### config.mk
export PLATFORM = sky130hd
export DESIGN_NAME = wdcg_guard
export DESIGN_NICKNAME = d
export VERILOG_FILES = /design/src/wdcg_pkg.sv /design/src/wdcg_period_decode.sv /design/src/wdcg_guard.sv
export SDC_FILE = /design/constraint.sdc
export NUM_CORES = 1
export LEC_CHECK = 0
export ABC_CLOCK_PERIOD_IN_PS = 1980
export BUFFER_PORTS_ARGS = -buffer_cell sky130_fd_sc_hd__buf_2
export CAP_MARGIN = 15
export CORE_ASPECT_RATIO = 0.5
export CORE_MARGIN = 10
export CORE_UTILIZATION = 40
export DETAILED_ROUTE_END_ITERATION = 6
export PLACE_DENSITY = 0.85
export SLEW_MARGIN = 20
export SYNTH_ARGS = -nofsm -noshare
export SYNTH_HDL_FRONTEND = slang
export SYNTH_HIERARCHICAL = 1
export SYNTH_SLANG_ARGS = --single-unit
### constraint.sdc
create_clock -name core_clk_i -period 1.98 [get_ports core_clk_i]
set_input_delay 0.198 -clock core_clk_i [delete_from_list [all_inputs] [get_ports core_clk_i]]
set_output_delay 0.198 -clock core_clk_i [all_outputs]
set_load 0.02 [all_outputs]
### src/wdcg_pkg.sv
// wdcg_pkg: constants shared by the watchdog configuration guard files.
// assumes a 40 MHz core clock and a 32-bit avalon-mm register bus.
package wdcg_pkg;

  // bus geometry
  localparam int          ADDR_W       = 4;
  localparam int          DATA_W       = 32;
  localparam int          BE_W         = DATA_W / 8;

  // register byte addresses
  localparam logic [3:0]  ADDR_CTRL    = 4'h0;
  localparam logic [3:0]  ADDR_STATUS  = 4'h4;

  // control register field positions
  localparam int          CTRL_CE_BIT  = 4;
  localparam int          CTRL_EN_BIT  = 3;
  localparam int          CTRL_PS_LSB  = 0;
  localparam int          PS_W         = 3;

  // status register field positions
  localparam int          STAT_WIN_BIT = 0;
  localparam int          STAT_LVL_LSB = 1;
  localparam int          STAT_EN_BIT  = 3;

  // safety level encodings
  localparam int          LVL_W        = 2;
  localparam logic [1:0]  LVL_0        = 2'h0;
  localparam logic [1:0]  LVL_1        = 2'h1;
  localparam logic [1:0]  LVL_2        = 2'h2;

  // change window length in core clock cycles
  localparam int          WIN_CNT_W    = 3;
  localparam logic [2:0]  WIN_CYCLES   = 3'h4;

  // time-out in watchdog oscillator cycles
  localparam int          TMO_W        = 22;
  localparam logic [21:0] TMO_BASE     = 22'h004000;

  // reset values
  localparam logic [2:0]  PS_RESET     = 3'h0;

endpackage

### src/wdcg_period_decode.sv
// wdcg_period_decode: maps the period select code to a time-out length.
// assumes a registered select code; output is purely combinational.
module wdcg_period_decode (
  // period select
  input  wire logic [wdcg_pkg::PS_W-1:0]  sel_i,
  // time-out length in watchdog oscillator cycles
  output logic      [wdcg_pkg::TMO_W-1:0] cycles_o
);
  import wdcg_pkg::*;

  // base count doubled once per code step
  always_comb begin
    cycles_o = TMO_BASE << sel_i;
  end

endmodule

### src/wdcg_guard.sv
// wdcg_guard: write-protection of the watchdog enable and period select.
// assumes a static safety level strap and an avalon-mm master on core_clk_i.
//
// Contract
// - three safety levels, each with own conditions
// - level 0: disabled at reset, enable freely
// - level 0: period select written freely
// - level 0: disable needs timed two-step sequence
// - level 1: disabled at reset, enable freely
// - level 1: disable or period change timed
// - level 1: second write within four cycles applies
// - level 2: always enabled, reads one
// - level 2: second write sets period only
// - change bit self-clears after four cycles
// - period code selects 16K doubling time-outs
//
// Register access over Avalon-MM and the address map are this design's own decisions.
module wdcg_guard (
  // clock and reset
  input  wire logic                          core_clk_i,
  input  wire logic                          rst_n_i,
  // avalon-mm slave
  input  wire logic [wdcg_pkg::ADDR_W-1:0]   avs_address_i,
  input  wire logic                          avs_read_i,
  input  wire logic                          avs_write_i,
  input  wire logic [wdcg_pkg::DATA_W-1:0]   avs_writedata_i,
  input  wire logic [wdcg_pkg::BE_W-1:0]     avs_byteenable_i,
  output logic      [wdcg_pkg::DATA_W-1:0]   avs_readdata_o,
  output logic                               avs_waitrequest_o,
  // static configuration
  input  wire logic [wdcg_pkg::LVL_W-1:0]    safety_level_i,
  // watchdog timer controls
  output logic                               wdog_enable_o,
  output logic      [wdcg_pkg::PS_W-1:0]     wdog_period_select_o,
  output logic      [wdcg_pkg::TMO_W-1:0]    wdog_timeout_cycles_o
);
  import wdcg_pkg::*;

  logic [LVL_W-1:0]     lvl_meta_q;
  logic [LVL_W-1:0]     lvl_q;
  logic                 wait_q;
  logic                 wait_d;
  logic [DATA_W-1:0]    rdata_q;
  logic [DATA_W-1:0]    rdata_d;
  logic                 en_q;
  logic                 en_d;
  logic [PS_W-1:0]      ps_q;
  logic [PS_W-1:0]      ps_d;
  logic [WIN_CNT_W-1:0] win_cnt_q;
  logic [WIN_CNT_W-1:0] win_cnt_d;
  logic [TMO_W-1:0]     tmo_q;
  logic [TMO_W-1:0]     tmo_comb;
  logic                 win_open;
  logic                 wr_take;
  logic                 ce_w;
  logic                 en_w;
  logic [PS_W-1:0]      ps_w;
  logic                 open_req;
  logic                 lvl_locked;
  logic                 lvl_always;

  // the strap is static but still crosses in through two flops
  always_ff @(posedge core_clk_i) begin
    if (!rst_n_i) begin
      lvl_meta_q <= LVL_0;
      lvl_q      <= LVL_0;
    end else begin
      lvl_meta_q <= safety_level_i;
      lvl_q      <= lvl_meta_q;
    end
  end

  // write decode and level classes; codes above 2 act as level 2
  always_comb begin
    wr_take    = avs_write_i && !wait_q && (avs_address_i == ADDR_CTRL) && avs_byteenable_i[0];
    ce_w       = avs_writedata_i[CTRL_CE_BIT];
    en_w       = avs_writedata_i[CTRL_EN_BIT];
    ps_w       = avs_writedata_i[CTRL_PS_LSB +: PS_W];
    open_req   = ce_w && en_w;
    win_open   = (win_cnt_q != '0);
    lvl_always = (lvl_q >= LVL_2);
    lvl_locked = (lvl_q != LVL_0);
  end

  // bus handshake: one wait cycle, then a one-cycle answer
  always_comb begin
    wait_d  = 1'b1;
    rdata_d = '0;
    if ((avs_read_i || avs_write_i) && wait_q) begin
      wait_d = 1'b0;
      if (avs_address_i == ADDR_CTRL) begin
        rdata_d[CTRL_CE_BIT]                = win_open;
        rdata_d[CTRL_EN_BIT]                = en_q;
        rdata_d[CTRL_PS_LSB +: PS_W]        = ps_q;
      end else if (avs_address_i == ADDR_STATUS) begin
        rdata_d[STAT_WIN_BIT]               = win_open;
        rdata_d[STAT_LVL_LSB +: LVL_W]      = lvl_q;
        rdata_d[STAT_EN_BIT]                = en_q;
      end else begin
        rdata_d = '0;
      end
    end
  end

  always_ff @(posedge core_clk_i) begin
    if (!rst_n_i) begin
      wait_q  <= 1'b1;
      rdata_q <= '0;
    end else begin
      wait_q  <= wait_d;
      rdata_q <= rdata_d;
    end
  end

  // change window: an opening write reloads, a write with ce clear closes it, otherwise count down
  always_comb begin
    win_cnt_d = win_cnt_q;
    if (wr_take && open_req) begin
      win_cnt_d = WIN_CYCLES;
    end else if (wr_take && !ce_w && win_open) begin
      win_cnt_d = '0;
    end else if (win_open) begin
      win_cnt_d = win_cnt_q - 3'h1;
    end
  end

  // enable and period select under the level's protection
  always_comb begin
    en_d = en_q;
    ps_d = ps_q;
    if (wr_take) begin
      if (en_w) begin
        en_d = 1'b1;
      end else if (win_open) begin
        en_d = 1'b0;
      end
      if (!lvl_locked) begin
        ps_d = ps_w;
      end else if (win_open && !ce_w) begin
        ps_d = ps_w;
      end
    end
    if (lvl_always) begin
      en_d = 1'b1;
    end
  end

  always_ff @(posedge core_clk_i) begin
    if (!rst_n_i) begin
      win_cnt_q <= '0;
      en_q      <= 1'b0;
      ps_q      <= PS_RESET;
      tmo_q     <= TMO_BASE;
    end else begin
      win_cnt_q <= win_cnt_d;
      en_q      <= en_d;
      ps_q      <= ps_d;
      tmo_q     <= tmo_comb;
    end
  end

  wdcg_period_decode u_period_decode (
    .sel_i    (ps_q),
    .cycles_o (tmo_comb)
  );

  // outputs straight from flops
  assign avs_readdata_o        = rdata_q;
  assign avs_waitrequest_o     = wait_q;
  assign wdog_enable_o         = en_q;
  assign wdog_period_select_o  = ps_q;
  assign wdog_timeout_cycles_o = tmo_q;
endmodule

# [Yosys cells after proc, flatten, opt, wreduce, memory -nomap -nowiden]
# Index checks and enable logic that the tools add are counted.
[totals] elab_cells=52 out_inout_bits=59 input_bits=46 ff_bits=66
[op_classes] reduce_logical=23 n_addsub=1 bitwise_logic=1 n_shift=1 magnitude_cmp=1 mux=12 n_eq_ne=2
[op_table] op="<< shifter 15 x 3 -> 22 bit, first input constant" n=1
[op_table] op="two-way mux 3 bit" n=5
[op_table] op="logical AND 1 bit" n=9
[op_table] op="nonzero test 3 bit" n=3
[op_table] op="AND reduction 2 bit" n=3
[op_table] op="two-way mux 1 bit" n=5
[op_table] op="two-way mux 5 bit" n=1
[op_table] op="== test 4 x 3 -> 1 bit, second input constant" n=1
[op_table] op="zero test 4 bit" n=1
[op_table] op="two-way mux 4 bit" n=1
[op_table] op="nonzero test 2 bit" n=2
[op_table] op="AND reduction 3 bit" n=1
[op_table] op="OR reduction 3 bit" n=1
[op_table] op="subtractor 3 x 1 -> 3 bit, second input constant" n=1
[op_table] op=">= comparator 2 bit, second input constant" n=1
[op_table] op="zero test 1 bit" n=2
[op_table] op="!= test 2 x 1 -> 1 bit, second input constant" n=1
[op_table] op="logical OR 1 bit" n=1
[op_table] op="inverter 1 bit" n=1

# [Depth between registers and ports, before layout]
# Gate-level depths: netlist (run 1).
[logic_depth] word_depth=8 mapped_depth=6 mapped_depth_nobuf=6

# [Modules after synthesis]
# Netlist (run 1), hierarchy kept.
[by_module_without_submodules] mod="wdcg_guard" instances=1 cells_per_inst=148 area_per_inst_um2=1487.7
[by_module_without_submodules] mod="wdcg_period_decode" instances=1 cells_per_inst=23 area_per_inst_um2=173.9

# [Worst setup path before layout (run 1)]
# OpenSTA, ideal clock, no wires.
[synth_path] path_kind="input -> register" from="input avs_address_i[1] in the netlist's numbering" to="register ps_q[0] (netlist: wdog_period_select_o[0])" n_path_buf=0 path_stages=4 required_ns=1.908 setup_slack_ns=0.463 arrival_ns=1.445 cell_sequence="or4_4 > or3_4 > nor2_4 > mux2i_1"
[synth_via] elab_chain_cells=4
[synth_lines] element="start, declared" line_no="wdcg_guard.sv:23" rtl="input wire logic [wdcg_pkg::ADDR_W-1:0] avs_address_i,"
[synth_lines] element="zero test 4 bit" line_no="wdcg_guard.sv:75" rtl="wr_take = avs_write_i && !wait_q && (avs_address_i == ADDR_CTRL) && avs_byteenable_i[0];"
[synth_lines] element="logical AND 1 bit (2 in series)" line_no="wdcg_guard.sv:75"
[synth_lines] element="AND reduction 2 bit (no source line)"
[synth_lines] element="end signal, assigned" line_no="wdcg_guard.sv:157" rtl="ps_q <= ps_d;"
[synth_lines] element="end, declared" line_no="wdcg_guard.sv:47" rtl="logic [PS_W-1:0] ps_q;"
# No other way between the ends.
# A chain may end at the register's enable or synchronous reset.

# [Final worst setup path (run 1)]
[layout_path] from="register win_cnt_q[0]" to="register ps_q[2] (netlist: wdog_period_select_o[2])"
[layout_via] elab_chain_cells=4
[layout_lines] element="start, declared" line_no="wdcg_guard.sv:49" rtl="logic [WIN_CNT_W-1:0] win_cnt_q;"
[layout_lines] element="start signal, assigned" line_no="wdcg_guard.sv:155" rtl="win_cnt_q <= win_cnt_d;"
[layout_lines] element="nonzero test 3 bit" line_no="wdcg_guard.sv:80" rtl="win_open = (win_cnt_q != '0);"
[layout_lines] element="logical AND 1 bit" line_no="wdcg_guard.sv:139" rtl="end else if (win_open && !ce_w) begin"
[layout_lines] element="!= test 2 x 1 -> 1 bit (no source line)"
[layout_lines] element="AND reduction 2 bit (no source line)"
# No other way between the ends.

==> results.py, run 1 <==
metrics = {
    "run_status": {
        "status": "finished, final reports clean",
    },
    "place": {
        "post-dp-hpwl_um": 2610,
        "portBuffers": 47,
        "dp_cells": 267,
        "pre_cts_slack_ns": 0.275,
        "gp_congestion": 0.795,
    },
    "hold_path": {
        "holdPathStages": 2,
        "hp-start": "safety_level_i[0]",
        "hold_class": "input port to flip-flop",
        "whs_endpoint": "lvl_meta_q[0]",
    },
    "worst_setup_path": {
        "rr_endpoint": "wdog_period_select_o[2]",
        "critical_path_peak_fanout": 7,
        "criticalPathCategory": "flip-flop to flip-flop",
        "startpoint": "win_cnt_q[0]",
        "rr_startpoint": "win_cnt_q[0]",
        "startpoint_type": "flip-flop",
        "worstRegToRegCells": 6,
        "worstPathRequired_ns": 2.16,
        "r2r_slack_ns": 0.43,
        "crit_arrival_ns": 1.73,
        "cp-end-kind": "flip-flop",
    },
    "global_routing": {
        "grt_use_total_pct": 9.12,
        "grt_pass1_wl_um": 5460,
        "antenna_found_initial": 0,
        "grt_pass1_vias": 1181,
        "globalRouteOverflowTotal": 0,
        "grt_max_degree": 38,
    },
    "clocking": {
        "cts_buffers": 5,
        "cts_setup_buffers": 0,
        "cts_tree": "built",
        "htree_levels": 2,
        "clock_latency_ns": 0.29,
        "clkTransAtPathRegs_ns": 0.08,
        "post_cts_resized": 0,
        "ctsHoldBuffers": 0,
        "cts_root_buf": "clkbuf_8",
        "clock_path_buffers": 2,
        "cts_sinks": 39,
    },
    "synth": {
        "synth_area_per_cell_sq_um": 9.72,
        "yosysSeqAreaShare_pct": 47.0,
        "synth.distinct_cells": 28,
        "yosysWarningCount": 6,
        "yosysTopAreaCellShare_pct": 47.0,
        "synthTopCellsByArea": "dfxtp_1, buf_4, and2_1",
        "yosysTopAreaCell": "dfxtp_1",
        "synth_area_sq_um": 1660,
        "post_synth_inst_count": 171,
        "ys_ff_latch": 39,
    },
    "pwr": {
        "cellInternalPower_mw": 1.33,
        "switchingPower_uw": 533,
        "peakVddDrop_uv": 299,
        "sw_frac_of_total_pct": 28.7,
        "combPwrFrac_pct": 18.6,
        "powerDensity_nw_per_um2": 975,
        "leakagePower_nw": 0.945,
        "clkPwrFrac_pct": 35.6,
        "p_seq_share_pct": 45.8,
    },
    "floorplanning": {
        "fp.dieH_um": 65.6,
        "dieWidth_um": 111,
        "row_count": 16,
        "initial_utilization_pct": 42.1,
        "core_area_sq_um": 3940,
        "die-area_sq_um": 7290,
        "pin_count": 105,
    },
    "cells_and_area": {
        "final_common_cell": "buf_2",
        "nets": 268,
        "instances_no_fill": 275,
        "post-route-util_pct": 48.4,
        "layout_common_cells": "buf_2, conb_1, dfxtp_1, and2_1, nand2_1",
        "syn2layout_area_growth_pct": 14.8,
        "fillCellCount": 371,
        "diodes": 0,
        "drive_above_1_share_pct": 29.4,
    },
    "routing": {
        "avgRoutedWirePerCell_um": 12.8,
        "dr.first_iter.drc_count": 80,
        "drtPass1Iterations": 6,
        "antenna_left": 0,
        "num_vias": 1149,
        "drt-total-wl_um": 3520,
        "drc": 0,
        "viasPerCell": 4.18,
    },
    "timing": {
        "tns_ns": 0,
        "fin_crit_sh_pct": 78.5,
        "hold_viol": 0,
        "finClkSkew_ns": 0.00580,
        "grt_setup_unrepaired": "false",
        "setup_viol": 0,
        "fmaxAchievable_mhz": 643,
        "setup_ws_ns": 0.425,
        "holdWs_ns": 0.115,
        "drv_slew": 0,
        "fin_crit_ns": 1.55,
    },
    "run": {
        "maxCapViolations": 0,
    },
}
registers in the layout, indices dropped and copies added, names as in the netlist:
register and flops:
lvl_meta_q 2, wdog_period_select_o 3, avs_waitrequest_o 1, wdog_timeout_cycles_o 22, avs_readdata_o 5, lvl_q 2, win_cnt_q 3, wdog_enable_o 1
metal layers:
metal | routed length [um] | vias to the layer above | track usage (%)
met1 | 1470 | 512 | 9.56
met2 | 1790 | 63 | 16.8
met3 | 211 | 7 | 2.81
li1 | - | 567 | -
met4 | 57 | 0 | 4.30
met5 | 0 | - | 0
worst max path at each step:
stage | to | slack [ns]
2_1_floorplan | wdog_period_select_o[0] | 0.46
3_3_place_gp | wdog_period_select_o[0] | 0.30
3_5_place_dp | wdog_period_select_o[2] | 0.28
4_1_cts | wdog_period_select_o[2] | 0.44
5_1_grt | wdog_period_select_o[2] | 0.30
6_report | wdog_period_select_o[2] | 0.43
power by group through the flow:
stage	clock, mW	sequential (mW)	combinational [mW]
6_report	0.662	0.852	0.345
5_1_grt	0.706	0.858	0.390
3_3_place_gp	0	0.869	0.317
2_1_floorplan	0	0.893	0.289
4_1_cts	0.679	0.853	0.340
3_5_place_dp	0	0.872	0.336
cell usage after synthesis, drive strengths merged:
master,instances
a211oi,2
a21boi,1
a21oi,3
and2,25
and3,2
and3b,3
buf,41
clkbuf,4
conb,2
dfxtp,39
ha,2
inv,3
mux2i,6
nand2,11
nand2b,3
nor2,6
nor2b,1
nor3,3
nor3b,3
o211ai,2
o21ai,4
o22a,1
o22ai,1
or3,1
or4,2
metrics by stage:
| stage | power (mW) | cell area [sq um] |
|---|---|---|
| 3_5_place_dp | 1.21 | 1800 |
| 4_1_cts | 1.87 | 1910 |
| 2_1_floorplan | 1.18 | 1810 |
| 3_3_place_gp | 1.19 | 1800 |
| 5_1_grt | 1.95 | 1910 |
| 6_report | 1.86 | 1910 |
worst max-delay path: stages, from the launching register on:
cell	delay (ns)
dfxtp_1	0.30
inv_1	0.10
ha_1	0.19
nor2b_1	0.44
o22a_2	0.24
nor2_4	0.05
mux2i_1	0.12
cells by family after synthesis:
family,Yosys count,share of synthesized area (%)
other,2,0.452
DFF,39,47.0
and+or+nand+nor,60,22.0
buffers and inverters,48,20.1
AOI/OAI and AO/OA,14,5.35
muxes,6,3.61
adders and majority gates,2,1.51
area by class of cell:
type | instances | area, sq um | share of cell area, %
clock inverter | 3 | 43.8 | 2.30
tap | 54 | 67.6 | 3.54
inverter | 3 | 11.3 | 0.590
timing repair buffer | 48 | 243 | 12.7
multi-input combinational | 123 | 693 | 36.3
sequential | 39 | 781 | 40.9
clock buffer | 5 | 68.8 | 3.61
No activity file was read; power rests on OpenSTA's default activity.
==> run 2, diff against run 1 <==
--- a/config.mk
+++ b/config.mk
@@ -5,7 +5,7 @@
 export SDC_FILE = /design/constraint.sdc
 export NUM_CORES = 1
 export LEC_CHECK = 0
-export ABC_CLOCK_PERIOD_IN_PS = 1980
+export ABC_CLOCK_PERIOD_IN_PS = 1550
 export BUFFER_PORTS_ARGS = -buffer_cell sky130_fd_sc_hd__buf_2
 export CAP_MARGIN = 15
 export CORE_ASPECT_RATIO = 0.5
==> constraint.sdc (replaced) <==
create_clock -name core_clk_i -period 1.55 [get_ports core_clk_i]
set_input_delay 0.155 -clock core_clk_i [delete_from_list [all_inputs] [get_ports core_clk_i]]
set_output_delay 0.155 -clock core_clk_i [all_outputs]
set_load 0.02 [all_outputs]
==> results.py, run 2 (synthesis gave the netlist of run 1 again) <==
metrics = {
    "cells_and_area": {
        "drive_above_1_share_pct": 31.1,
        "largest_reg_flops": 22,
        "final_common_cell": "buf_2",
        "nets": 272,
        "layout_common_cells": "buf_2, conb_1, dfxtp_1, and2_1, nand2_1",
        "syn2layout_area_growth_pct": 16.0,
        "fin_area_sq_um": 1930,
        "diodes": 0,
        "fillCellCount": 365,
    },
    "floorplanning": {
        "dieWidth_um": 111,
        "row_count": 16,
        "core_area_sq_um": 3940,
        "pin_count": 105,
        "fp.dieH_um": 65.6,
        "initial_utilization_pct": 42.1,
        "die-area_sq_um": 7290,
    },
    "pwr": {
        "p_total_mw": 2.35,
        "cellInternalPower_mw": 1.65,
        "clkPwrFrac_pct": 31.5,
        "leakagePower_nw": 0.958,
        "powerDensity_nw_per_um2": 1220,
        "switchingPower_uw": 698,
        "p_seq_share_pct": 46.7,
        "sw_frac_of_total_pct": 29.7,
        "combPwrFrac_pct": 21.8,
        "peakVddDrop_uv": 456,
    },
    "clocking": {
        "cts_sinks": 39,
        "clock_path_buffers": 2,
        "cts_buffers": 5,
        "clkTransAtPathRegs_ns": 0.07,
        "cts_setup_buffers": 0,
        "htree_levels": 2,
        "clock_latency_ns": 0.28,
        "cts_root_buf": "clkbuf_8",
        "cts_tree": "built",
    },
    "routing": {
        "drtPass1Iterations": 4,
        "antenna_left": 0,
        "dr.first_iter.drc_count": 92,
        "avgRoutedWirePerCell_um": 13.4,
        "drt-total-wl_um": 3730,
        "drc": 0,
        "num_vias": 1198,
        "viasPerCell": 4.29,
    },
    "place": {
        "portBuffers": 47,
        "post-dp-hpwl_um": 2870,
        "gp_congestion": 0.812,
        "post_dp_cell_area_sq_um": 1830,
    },
    "timing": {
        "drv_slew": 0,
        "finClkSkew_ns": 0.00475,
        "grt_setup_unrepaired": "false",
        "fin_crit_sh_pct": 96.1,
        "fin_crit_ns": 1.49,
        "setup_viol": 0,
        "hold_viol": 0,
        "fmaxAchievable_mhz": 671,
    },
    "worst_setup_path": {
        "path_buf_inv": 0,
        "criticalPathCategory": "flip-flop to flip-flop",
        "crit_arrival_ns": 1.70,
        "worstPathRequired_ns": 1.76,
        "path_delay_family": "simple AND/OR/NAND/NOR gates",
        "worstPathCellList": "o211ai_1 > or4_2 > a211oi_1",
        "cp-end-kind": "flip-flop",
        "startpoint_type": "flip-flop",
        "slowest_stage": "or4_2",
        "critical_path_peak_fanout": 4,
        "max_stage_delay_ns": 0.63,
    },
    "global_routing": {
        "grt_pass1_vias": 1244,
        "grt_max_degree": 38,
        "antenna_found_initial": 0,
        "globalRouteOverflowTotal": 0,
        "grt_pass1_wl_um": 5690,
        "grt_use_total_pct": 9.40,
    },
    "run_status": {
        "status": "finished, final reports clean",
    },
    "hold_path": {
        "hold_class": "input port to flip-flop",
    },
    "run": {
        "maxCapViolations": 0,
    },
}
==> run 2: power groups by stage <==
stage | combinational, mW | clock, mW | sequential, mW
final | 0.513 | 0.742 | 1.10
after global placement | 0.429 | 0 | 1.11
after global routing | 0.561 | 0.792 | 1.10
after floorplan | 0.369 | 0 | 1.14
after CTS | 0.492 | 0.758 | 1.09
after detailed placement | 0.486 | 0 | 1.12
==> run 2: worst reg2reg max path: stages, from the launching register on <==
cell	delay, ns
dfxtp_1	0.39
o211ai_1	0.16
or4_2	0.63
a211oi_1	0.23
==> run 2: layer usage <==
layer	GRT usage (%)	share of wire, %	routed length, um
met5	0	0	0
met4	4.62	1.9	71
met3	3.62	6.5	243
met2	17.7	53	1960
met1	9.11	39	1460
==> run 2: timing repair <==
item                                    in CTS  in global routing
hold buffers                                 0                  0
endpoints found under the setup margin       0                  1
resized for setup                            0                  2
==> run 2: area by class of cell <==
class | instances | area, sq um | share of cell area [%]
Sequential cell | 39 | 781 | 40.5
Multi-Input combinational cell | 123 | 696 | 36.1
Timing Repair Buffer | 52 | 273 | 14.1
Clock buffer | 8 | 100 | 5.19
Tap cell | 54 | 67.6 | 3.50
Inverter | 3 | 11.3 | 0.584
==> run 2: final timing paths <==
| kind | startpoint | to | slack [ns] | depth (start not counted) |
|---|---|---|---|---|
| min | safety_level_i[1] | lvl_meta_q[1] | 0.08 | 2 |
| max reg2reg | avs_waitrequest_o | avs_readdata_o[0] | 0.06 | 3 |
| min reg2reg | lvl_meta_q[1] | lvl_q[1] | 0.44 | 1 |
| max | avs_waitrequest_o | avs_readdata_o[0] | 0.06 | 3 |
==> run 2: stage by stage <==
stage	setup TNS [ns]	std cells	util, %	hold WS (ns)	worst slack, ns
floorplan	0	210	-	0.249	0.0634
global placement	-0.195	271	46.3	0.379	-0.0582
detailed placement	-0.491	271	46.3	0.374	-0.109
CTS	0	279	48.8	0.0720	0.0364
global route	0	279	48.9	0.0747	0.0218
finish	0	279	48.9	0.0752	0.0601
